$ cat config.mk
export PLATFORM = sky130hd
export DESIGN_NAME = host_cmd_sts
export DESIGN_NICKNAME = d
export VERILOG_FILES = /design/src/rtl/host_cmd_sts.v
export VERILOG_INCLUDE_DIRS = /design/src /design/src/rtl
export SDC_FILE = /design/constraint.sdc
export NUM_CORES = 1
export LEC_CHECK = 0
export BUFFER_PORTS_ARGS = -buffer_cell sky130_fd_sc_hd__clkbuf_2
export CAP_MARGIN = 20
export CORE_MARGIN = 2
export CORE_UTILIZATION = 38
export DETAILED_ROUTE_END_ITERATION = 8
export PLACE_DENSITY = 0.86
export SYNTH_ARGS = -nofsm -noshare
export SYNTH_HDL_FRONTEND = slang
export SYNTH_SLANG_ARGS = --single-unit
$ cat constraint.sdc
create_clock -name clock -period 1.4 [get_ports clock]
set_input_delay 0.21 -clock clock [delete_from_list [all_inputs] [get_ports clock]]
set_output_delay 0.21 -clock clock [all_outputs]
set_load 0.01 [all_outputs]
$ cat src/rtl/host_cmd_sts_consts.vh
// Purpose: Named constants for the host command and status registers
// Assumes: Registers sit at operational-space byte offsets
// Notes:   Included by host_cmd_sts.v only
`ifndef HOST_CMD_STS_CONSTS_VH
`define HOST_CMD_STS_CONSTS_VH

`define ADDR_W              8
`define OFS_HOST_COMMAND    8'h20
`define OFS_HOST_STATUS     8'h24

`define CMD_RUN_BIT         0
`define CMD_SRST_BIT        1
`define CMD_FLS_LO          2
`define CMD_FLS_HI          3

`define STS_XFER_BIT        0
`define STS_ERR_BIT         1
`define STS_PORT_BIT        2
`define STS_ROLL_BIT        3
`define STS_SYSERR_BIT      4
`define STS_ADV_BIT         5
`define STS_EVENTS          6
`define STS_HALT_BIT        12
`define STS_EMPTY_BIT       13
`define STS_PER_BIT         14
`define STS_ASYNC_BIT       15

`define FLS_1024            2'h0
`define FLS_512             2'h1
`define FLS_256             2'h2
`define FLS_RESET           2'h0

`define HALT_RESET          1'b1

`define FRINDEX_W           14
`define LIST_IDX_W          10
`define LIST_IDX_LO         3
`define MASK_1024           10'h3ff
`define MASK_512            10'h1ff
`define MASK_256            10'h0ff

// Length of the self-timed controller reset
`define SRST_TIME_NS        800
`define CLOCK_NS            50
`define SRST_CYCLES         ((`SRST_TIME_NS + `CLOCK_NS - 1) / `CLOCK_NS)
`define SRST_CNT_W          5
// Counter load so that busy stands for exactly SRST_CYCLES cycles
`define SRST_LOAD           5'h0f

`endif

$ cat src/rtl/host_cmd_sts.v
// Purpose: Command and status registers of the high-speed host controller core
// Assumes: Register port is single-cycle; all inputs synchronous to clock
// Notes:   Read data appears one cycle after rd; outputs are all flip-flops
`timescale 1ns/100ps
`include "host_cmd_sts_consts.vh"

module host_cmd_sts (
	input  wire                     clock,
	input  wire                     nrst,
	input  wire [`ADDR_W-1:0]       addr,
	input  wire                     wr,
	input  wire [31:0]              wdata,
	input  wire                     rd,
	input  wire                     programmable_list_capable,
	input  wire [`FRINDEX_W-1:0]    frame_index,
	input  wire                     pipeline_idle,
	input  wire                     internal_error,
	input  wire [`STS_EVENTS-1:0]   event_in,
	input  wire                     async_sched_state,
	input  wire                     periodic_sched_state,
	input  wire                     empty_async_detect,
	output reg  [31:0]              rdata,
	output reg                      schedule_run,
	output reg                      core_reset,
	output reg                      abort_transaction,
	output reg                      ports_to_companion,
	output reg  [1:0]               frame_list_size,
	output reg  [`LIST_IDX_W-1:0]   list_index
);

	localparam ST_HALTED   = 2'h0;
	localparam ST_RUNNING  = 2'h1;
	localparam ST_STOPPING = 2'h2;

	reg  [1:0]              state;
	reg  [1:0]              next_state;
	reg                     run_control;
	reg                     halted_flag;
	reg  [`STS_EVENTS-1:0]  events;
	reg  [`SRST_CNT_W-1:0]  srst_count;
	reg                     srst_busy;

	wire wr_cmd = wr && (addr == `OFS_HOST_COMMAND);
	wire wr_sts = wr && (addr == `OFS_HOST_STATUS);
	// Writes are ignored while the controller reset runs
	wire cmd_take = wr_cmd && !srst_busy;
	wire srst_start = cmd_take && wdata[`CMD_SRST_BIT];
	wire run_write = cmd_take && !wdata[`CMD_SRST_BIT];

	// An internal error drops the run bit just like software would
	wire run_drop = internal_error && run_control;

	always @* begin
		next_state = state;
		case (state)
			ST_HALTED: begin
				if (run_control)
					next_state = ST_RUNNING;
			end
			ST_RUNNING: begin
				if (!run_control)
					next_state = ST_STOPPING;
			end
			ST_STOPPING: begin
				if (run_control)
					next_state = ST_RUNNING;
				else if (pipeline_idle)
					next_state = ST_HALTED;
			end
			default: next_state = ST_HALTED;
		endcase
	end

	always @(posedge clock or negedge nrst) begin
		if (!nrst) begin
			srst_busy  <= 1'b0;
			srst_count <= {`SRST_CNT_W{1'b0}};
		end else if (srst_start && !srst_busy) begin
			srst_busy  <= 1'b1;
			srst_count <= `SRST_LOAD;
		end else if (srst_busy) begin
			if (srst_count == {`SRST_CNT_W{1'b0}})
				srst_busy <= 1'b0;
			else
				srst_count <= srst_count - 1'b1;
		end
	end

	always @(posedge clock or negedge nrst) begin
		if (!nrst) begin
			state           <= ST_HALTED;
			run_control     <= 1'b0;
			halted_flag     <= `HALT_RESET;
			frame_list_size <= `FLS_RESET;
			events          <= {`STS_EVENTS{1'b0}};
		end else if (srst_busy) begin
			// operational state back to initial values
			state           <= ST_HALTED;
			run_control     <= 1'b0;
			halted_flag     <= `HALT_RESET;
			frame_list_size <= `FLS_RESET;
			events          <= {`STS_EVENTS{1'b0}};
		end else begin
			state <= next_state;
			if (run_write)
				run_control <= wdata[`CMD_RUN_BIT];
			else if (run_drop)
				run_control <= 1'b0;
			// halted cleared on run, set after drain
			if (run_write && wdata[`CMD_RUN_BIT])
				halted_flag <= 1'b0;
			else if (state == ST_STOPPING && !run_control && pipeline_idle)
				halted_flag <= 1'b1;
			if (run_write && programmable_list_capable)
				frame_list_size <= wdata[`CMD_FLS_HI:`CMD_FLS_LO];
			// write one clears, new event wins
			events <= event_in | (events & ~(wr_sts ? wdata[`STS_EVENTS-1:0] : {`STS_EVENTS{1'b0}}));
		end
	end

	wire [`LIST_IDX_W-1:0] raw_index = frame_index[`LIST_IDX_LO+`LIST_IDX_W-1:`LIST_IDX_LO];
	reg  [`LIST_IDX_W-1:0] index_mask;
	always @* begin
		// size decode; reserved code treated as smallest
		case (frame_list_size)
			`FLS_1024: index_mask = `MASK_1024;
			`FLS_512:  index_mask = `MASK_512;
			default:   index_mask = `MASK_256;
		endcase
	end

	wire [31:0] status_word = {16'h0000, async_sched_state, periodic_sched_state, empty_async_detect,
		halted_flag, 6'h00, events};
	wire [31:0] command_word = {28'h0000000, frame_list_size, srst_busy, run_control};

	always @(posedge clock or negedge nrst) begin
		if (!nrst) begin
			rdata              <= 32'h00000000;
			schedule_run       <= 1'b0;
			core_reset         <= 1'b0;
			abort_transaction  <= 1'b0;
			ports_to_companion <= 1'b0;
			list_index         <= {`LIST_IDX_W{1'b0}};
		end else begin
			if (rd) begin
				if (addr == `OFS_HOST_COMMAND)
					rdata <= command_word;
				else if (addr == `OFS_HOST_STATUS)
					rdata <= status_word;
				else
					rdata <= 32'h00000000;
			end
			// Schedule keeps issuing only while running; stopping lets the pipe drain
			schedule_run <= run_control && !srst_busy && !run_drop;
			core_reset <= srst_busy;
			// abort at once; no bus reset is ever driven from here
			abort_transaction <= srst_busy;
			ports_to_companion <= srst_busy;
			list_index <= raw_index & index_mask;
		end
	end

endmodule // host_cmd_sts

## After elaboration in Yosys (flattened, before gate mapping)

Index checks and enable logic that the tools add are counted.
W data, S select, Z words.

| operators by class | value |
|---|---|
| add/subtract/negate cells | 1 |
| equal/unequal tests | 9 |
| multiplexer cells | 25 |
| bitwise gates (word level) | 4 |
| reductions and logical operators | 26 |

Operator list:

| operator | number |
|---|---|
| $mux W16 | 2 |
| $pmux W10 S2 | 1 |
| $eq A8 B6 Y1 const B | 2 |
| $mux W5 | 3 |
| $mux W2 | 7 |
| $logic_and A1 B1 Y1 | 13 |
| $mux W6 | 2 |
| $and A10 B10 Y10 | 1 |
| $mux W1 | 9 |
| $and A6 B6 Y6 | 1 |
| $ne A3 B3 Y1 const B | 2 |
| $not A6 Y6 | 1 |
| $or A6 B6 Y6 | 1 |
| $pmux W2 S3 | 1 |
| $reduce_bool A3 Y1 | 2 |
| $logic_not A5 Y1 | 1 |
| $sub A5 B1 Y5 const B | 1 |
| $eq A2 B1 Y1 const B | 2 |
| $logic_not A1 Y1 | 4 |
| $logic_not A2 Y1 | 2 |
| $ne A4 B4 Y1 const B | 1 |
| $reduce_bool A2 Y1 | 2 |
| $reduce_and A3 Y1 | 1 |
| $eq A2 B2 Y1 const B | 1 |
| other kinds (2) | 2 |

| storage, ports and cells | value |
|---|---|
| register bits after elaboration | 62 |
| input port bits | 70 |
| output and inout port bits | 48 |

## Longest topological paths before layout

Gate-level depths: netlist of the first run.

| depth | value |
|---|---|
| depth after elaboration | 7 |
| mapped depth | 6 |
| mapped depth without buffers | 5 |

## Least setup slack after synthesis of the first run

Ideal clock, no wire load.

| timing path | value |
|---|---|
| kind | register -> register |
| from | register srst_count[0] |
| to | register srst_count[1] |
| setup time | 78 ps |
| arrival time | 1,434 ps |
| slack | -111 ps |
| cell stages (with the launch flop) | 7 |
| path buffers | 1 |
| period minus slack after synthesis | 1,511 ps |
| cell sequence | dfrtp_1 -> inv_1 -> ha_1 -> or4b_1 -> buf_2 -> and3_1 -> o21ai_1 |

| on the way | value |
|---|---|
| cells in the longest elaborated chain, start to end | 4 |
| elaborated cells between the ends (all ways) | 7 |

RTL lines:

| what | line | text |
|---|---|---|
| start: declaration | host_cmd_sts.v:40 | `` reg [`SRST_CNT_W-1:0] srst_count; `` |
| start signal: assignment | host_cmd_sts.v:77 | `` srst_count <= {`SRST_CNT_W{1'b0}}; `` |
| start signal: assignment | host_cmd_sts.v:80 | `` srst_count <= `SRST_LOAD; `` |
| start signal: assignment | host_cmd_sts.v:85 | `srst_count <= srst_count - 1'b1;` |
| $sub A5 B1 Y5 | host_cmd_sts.v:85 |  |
| $mux W5 | host_cmd_sts.v:82 | `` if (srst_count == {`SRST_CNT_W{1'b0}}) `` |
| $mux W5 | host_cmd_sts.v:81 | `end else if (srst_busy) begin` |
| $mux W5 | host_cmd_sts.v:78 | `end else if (srst_start && !srst_busy) begin` |

Parallel ways exist; a longest one is shown, timed or not. The select of a mux whose other input is x is not followed.
A chain may end at the register's enable or synchronous reset.

## Final worst setup path of the first run

| timing path | value |
|---|---|
| from | register srst_count[0] |
| to | register srst_count[3] |

The elaborated chain is that of the path after synthesis.

==> summary.md, run 1 <==
| Metric | Value |
|---|---|
| Most common cell in the synthesized netlist | `dfrtp_1` |
| Crit path kind | `flop to flop` |
| TritonCTS clock tree | `yes` |
| Crit path depth | `5` |
| Violated checks | `negative setup slack` |
| Tcrit/Tclk final | `107%` |
| Primary FF master, synth | `dfrtp_1` |
| Wire length per cell | `roughly 13 um` |
| Peak fanout along the critical path | `7` |
| Most area-hungry cell type in the Yosys netlist | `dfrtp_1` |
| Setup crit start kind | `flop` |
| Die Wd | `72.9 um` |
| Worst hold path type | `primary input to flop` |
| IO Count | `about 120` |
| Synth Instances | `159` |
| Area contributors post-synth | `dfrtp_1 54%, buf_4 10%, nor2_1 3.1%` |
| Syn Area/Cell | `11.4 um^2` |
| CTS root buf | `clkbuf_8` |
| Sequential-to-total area share from yosys stat | `around 56%` |
| Synth unique cells | `33` |
| Setup slack, reg-to-reg | `-100 ps` |
| Yosys warns | `0` |
| GRT overflow | `0` |
| Clock buffer depth | `2` |
| Setup TNS | `-374 ps` |
| Fin Hold WS | `16.1 ps` |
| Initial Util | `between 30 and 40%` |
| Setup violators final | `5` |
| Placed instance count | `roughly 280` |
| Cells on Worst Hold Path | `1` |
| CP required | `about 1600 ps` |
| Final nets | `310` |
| Post-layout min period | `1500 ps` |
| Slew Limit Fails | `0` |
| Overall routing resource usage | `between 10% and 20%` |
| Pin count of the biggest net entering global routing | `23` |
| Post-route ant nets | `0` |
| Num rows | `25` |
| Gpl congestion | `roughly 0.72` |
| Post-Route WL | `3.77 mm` |
| Vias | `about 1.4k` |
| Setup WS post-layout | `-102 ps` |
| Number of remaining DRC errors | `0` |
| Critical Path AT | `between 1500 and 2000 ps` |
| Area grow syn2layout | `28.5%` |
| Max_cap viols | `0` |
| Fin. Hold Viols | `0` |
| CP delay by family, top | `simple AND/OR/NAND/NOR gates` |
| Cell area after placement | `approximately 2200 um^2` |
| RSZ-0062 raised after global routing | `true` |
| Die Y-Extent | `about 73 um` |
| Initial drt markers | `54` |
| Critical path endpoint category | `flop` |
| Worst-Skew Late Latency | `300 ps` |
| Synth top cells by count | `39 x dfrtp_1, 24 x buf_4, 15 x nor2_1` |
| Cell leakage power | `1.26 nW` |
| Diode insertion count for antenna repair | `0` |
| DRT Pass-1 Iters | `3` |
| Clk sinks | `40` |
| EDFF count, synth | `0` |
| Critical path buffer and inverter count | `1` |
| Ys async rst share | `100%` |
| Grt met2 use | `25.7%` |
| Vias per Instance | `roughly 4.8` |
| Finished Layout Cells | `roughly 290` |
| First-pass GRT wire length | `between 5 and 6 mm` |
| Met1 Usage GRT | `16.4%` |
| Run status | `finished with violations` |
| Mapped Area | `1810 um^2` |
| Synthesized flop and latch total | `40` |
| PortBufs | `65` |
| Vias in the first global route | `approximately 1.3k` |
| Ratio of cells with drive above 1 in the final layout | `42.1%` |
| Number of CTS-inserted buffers | `5` |
| H-Tree Depth | `2` |
| Core area | `4660 um^2` |
| CP max-delay cell | `or4b_4` |
| Clock transition at path regs | `70 ps` |
| Pwr Density | `roughly 950 nW/um^2` |
| Die ar. | `5320 um^2` |
| R2R cell count | `5` |
| CP max stage delay | `520 ps` |
| Final core occ | `about half` |
| VDD IR-drop max | `0.342 mV` |
| Initial antenna violation count | `0` |
| Grt peak-use layer | `met2` |
| Final Power | `roughly 2.2 mW` |
| Post-DP HPWL | `~2.9 mm` |
| Critical Path, Cell by Cell | `inv_1 > ha_2 > or4b_4 > and4_1 > o21ai_1` |
| Max Clock Skew | `4.04 ps` |
| Post-synth top area share | `a little over half` |
| Met3 GRT Util | `5.25%` |
| Cell area after layout | `2320 um^2` |
| Fmax | `roughly 670 MHz` |
| Placement Setup Slack | `-197 ps` |
worst paths after layout:
path,from,to
max,srst_count[0],srst_count[3]
min,frame_index[7],list_index[4]
max reg2reg,srst_count[0],srst_count[3]
min reg2reg,events[2],rdata[2]
max in group asynchronous,nrst,rdata[5]
min in group asynchronous,nrst,events[1]
layer usage:
| layer | routed length (um) | vias up |
|---|---|---|
| li1 | - | 678 |
| met1 | 1530 | 676 |
| met2 | 1890 | 57 |
| met3 | 281 | 7 |
| met4 | 76 | 0 |
| met5 | 0 | - |
kinds of logic (layout without fill, tap and decap cells):
group,after synthesis,after routing,share of synthesized area [%]
muxes,4,4,2.43
adders and majority gates,1,1,0.693
DFF,40,40,55.5
AOI/OAI and AO/OA,27,27,11.2
other,1,22,0.208
buffers and inverters,33,93,12.0
and+or+nand+nor,53,53,17.9
worst register-to-register path, delay by kind of cell, from the launching register on:
family | cells | cell delay (ps)
adders and majority gates | 1 | 170
AOI/OAI and AO/OA | 1 | 110
buffers and inverters | 1 | 60
and+or+nand+nor | 2 | 720
DFF | 1 | 380
repair_timing:
item                                    CTS  global route
pin swaps                                 6             2
endpoints found under the setup margin    5             7
resized for setup                         3             3
buffers inserted                          1             0
hold buffers                              1             0
hold endpoints to repair                 16             0
registers in the layout (all words and copies together), names as in the netlist:
signal              flops
events                  6
frame_list_size         2
rdata                  10
srst_busy               1
list_index             10
run_control             1
halted_flag             1
schedule_run            1
state                   2
srst_count              5
ports_to_companion      1
placed cells by master, fill, tap and decap left out, drive strengths merged, types with 2 or more instances in the layout:
| master | instances |
|---|---|
| and3 | 4 |
| dfrtp | 39 |
| inv | 4 |
| mux2 | 3 |
| a21oi | 4 |
| conb | 22 |
| nor3 | 3 |
| clkbuf | 71 |
| clkinv | 2 |
| o21ai | 3 |
| a22o | 6 |
| nor3b | 2 |
| nand2 | 10 |
| nor2 | 15 |
| a211o | 4 |
| and4 | 6 |
| buf | 15 |
| a211oi | 6 |
| nor2b | 7 |
where the power goes:
| group | internal, mW | switching [mW] |
|---|---|---|
| Clock | 0.393 | 0.390 |
| Combinational | 0.0951 | 0.129 |
| Sequential | 1.18 | 0.00782 |
| Total | 1.66 | 0.528 |
layout make-up:
cell class | count | area, um^2
tap | 54 | 67.6
inverter | 4 | 15.0
sequential | 40 | 1000
clock inverter | 2 | 10.0
timing repair buffer | 81 | 448
multi-input combinational | 107 | 694
clock buffer | 6 | 82.6
fill | 436 | 2340
(Power assumes the default switching activity.)
==> inputs of run 2 (changes only) <==
--- a/config.mk
+++ b/config.mk
@@ -6,12 +6,13 @@
 export SDC_FILE = /design/constraint.sdc
 export NUM_CORES = 1
 export LEC_CHECK = 0
-export BUFFER_PORTS_ARGS = -buffer_cell sky130_fd_sc_hd__clkbuf_2
 export CAP_MARGIN = 20
 export CORE_MARGIN = 2
-export CORE_UTILIZATION = 38
+export CORE_UTILIZATION = 55
 export DETAILED_ROUTE_END_ITERATION = 8
-export PLACE_DENSITY = 0.86
+export DONT_BUFFER_PORTS = 1
+export PLACE_DENSITY = 0.83
+export SKIP_CTS_REPAIR_TIMING = 1
 export SYNTH_ARGS = -nofsm -noshare
 export SYNTH_HDL_FRONTEND = slang
 export SYNTH_SLANG_ARGS = --single-unit
==> summary.md, run 2 (synthesized netlist as in run 1, its figures left out) <==
| Metric | Value |
|---|---|
| Run status | `finished with violations (unchanged)` |
| Violated checks | `negative setup slack (unchanged)` |
| First-pass GRT wire length | `5.04 mm (was 5.97 mm)` |
| Core area | `3080 um^2 (was 4660 um^2)` |
| GRT overflow | `0 (unchanged)` |
| Die Y-Extent | `61.3 um (was 72.9 um)` |
| CTS root buf | `clkbuf_4 (was clkbuf_8)` |
| Post-Route WL | `3.56 mm (was 3.77 mm)` |
| RSZ-0062 raised after global routing | `true (unchanged)` |
| Post-DP HPWL | `2.54 mm (was 2.85 mm)` |
| Slew Limit Fails | `0 (unchanged)` |
| Num rows | `20 (was 25)` |
| DRT Pass-1 Iters | `4 (was 3)` |
| TritonCTS clock tree | `yes (unchanged)` |
| Vias in the first global route | `1,120 (was 1,325)` |
| Cell leakage power | `1.00 nW (was 1.26 nW)` |
| Fmax | `652 MHz (was 666 MHz)` |
| Setup WS post-layout | `-134 ps (was -102 ps)` |
| Peak fanout along the critical path | `7 (unchanged)` |
| Pin count of the biggest net entering global routing | `41 (was 23)` |
| Clk sinks | `40 (unchanged)` |
| Worst hold path type | `primary input to flop (unchanged)` |
| Pwr Density | `917 nW/um^2 (was 945 nW/um^2)` |
| Crit path kind | `flop to flop (unchanged)` |
| Max Clock Skew | `14.8 ps (was 4.04 ps)` |
| Overall routing resource usage | `19.3% (was 15.0%)` |
| Max_cap viols | `0 (unchanged)` |
| Area grow syn2layout | `15.7% (was 28.5%)` |
| Vias | `1,222 (was 1,418)` |
| Tcrit/Tclk final | `110% (was 107%)` |
| Die ar. | `3760 um^2 (was 5320 um^2)` |
| Worst-Skew Late Latency | `350 ps (was 300 ps)` |
| Clock buffer depth | `2 (unchanged)` |
| Final core occ | `67.9% (was 49.8%)` |
| Setup crit start kind | `flop (unchanged)` |
| Wire length per cell | `15.5 um (was 12.8 um)` |
| PortBufs | `0 (was 65)` |
| Vias per Instance | `5.31 (was 4.82)` |
| Die Wd | `61.3 um (was 72.9 um)` |
| CP required | `1680 ps (was 1620 ps)` |
| Clock transition at path regs | `120 ps (was 70 ps)` |
| Initial Util | `58.7% (was 38.7%)` |
| Ratio of cells with drive above 1 in the final layout | `16.7% (was 42.1%)` |
| Number of remaining DRC errors | `0 (unchanged)` |
| Gpl congestion | `0.811 (was 0.719)` |
| Largest registers | `list_index (10), rdata (10), events (6) (unchanged)` |
| Critical path endpoint category | `flop (unchanged)` |
| Most common cell after layout, fill and taps aside | `dfrtp_1 (was clkbuf_2)` |
| Final nets | `256 (was 310)` |
| Post-layout min period | `1530 ps (was 1500 ps)` |
| IO Count | `118 (unchanged)` |
| Number of CTS-inserted buffers | `5 (unchanged)` |
| Diode insertion count for antenna repair | `0 (unchanged)` |
| Setup violators final | `5 (unchanged)` |
| Critical Path AT | `1810 ps (was 1720 ps)` |
| Fin. Hold Viols | `0 (unchanged)` |
| VDD IR-drop max | `0.583 mV (was 0.342 mV)` |
| Initial antenna violation count | `0 (unchanged)` |
| Most frequent cells in the layout | `39 x dfrtp_1, 22 x conb_1, 18 x dlygate4sd3_1 (was 65 x clkbuf_2, 39 x dfrtp_1, 22 x conb_1)` |
| H-Tree Depth | `2 (unchanged)` |
| Post-route ant nets | `0 (unchanged)` |
| Initial drt markers | `92 (was 54)` |
| Fin Hold WS | `22.9 ps (was 16.1 ps)` |
-- run 2: cell count changes in the layout (fill, tap and decap cells not counted), moves of 2 or more --
cell and change:
clkbuf_4 +5, buf_4 -7, inv_2 +2, clkbuf_8 -6
clkbuf_2 -65, dlygate4sd3_1 +17, inv_1 -2
-- run 2: worst paths after layout --
check                           slack, ps  cells past startpoint                  to           from
min in group asynchronous             310                      2       list_index[4]           nrst
max in group asynchronous             840                      2         halted_flag           nrst
worst min-delay path                   20                      1  frame_list_size[1]       wdata[3]
worst min register to register        500                      1            rdata[0]      events[0]
worst max register to register       -130                      5       srst_count[3]  srst_count[1]
worst max-delay path                 -130                      5       srst_count[3]  srst_count[1]
-- run 2: layout make-up --
cell class,instances,area [um^2]
multi-input combinational,107,703
sequential,40,1000
fill,239,988
tap,44,55.1
timing repair buffer,27,260
inverter,4,15.0
clock buffer,6,41.3
clock inverter,2,12.5
-- run 2: report_power, final --
part	total, mW	leakage (nW)	internal [mW]	switching [mW]
Sequential	1.20	0.500	1.18	0.0193
Combinational	0.167	0.474	0.0761	0.0908
Clock	0.553	0.0282	0.194	0.359
Total	1.92	1.00	1.45	0.469
-- run 2: metal layers --
| metal | track usage [%] | part of all wire, % | vias up | routed length (um) |
|---|---|---|---|---|
| li1 | - | - | 564 | - |
| met1 | 21.8 | 36 | 598 | 1290 |
| met2 | 30.9 | 53 | 57 | 1890 |
| met3 | 10.3 | 9.9 | 3 | 354 |
| met4 | 7.14 | 0.67 | 0 | 24 |
| met5 | 0 | 0 | - | 0 |
-- run 2: stage by stage --
| step | area (um^2) | setup TNS [ps] | power, mW | setup WS [ps] | std cells |
|---|---|---|---|---|---|
| after global routing | 2090 | -668 | 2.03 | -181 | 230 |
| after floorplan | 1890 | -384 | 1.33 | -109 | 180 |
| after CTS | 1850 | -1100 | 1.86 | -250 | 211 |
| after detailed placement | 1800 | -984 | 1.31 | -223 | 203 |
| after global placement | 1800 | -491 | 1.30 | -130 | 203 |
| final | 2090 | -434 | 1.92 | -134 | 230 |
-- run 2: critical path, stage by stage, from the launching register on --
cell	delay, ps
dfrtp_1	420
inv_2	80
ha_4	120
or4b_4	510
and4_1	230
o21ai_1	110
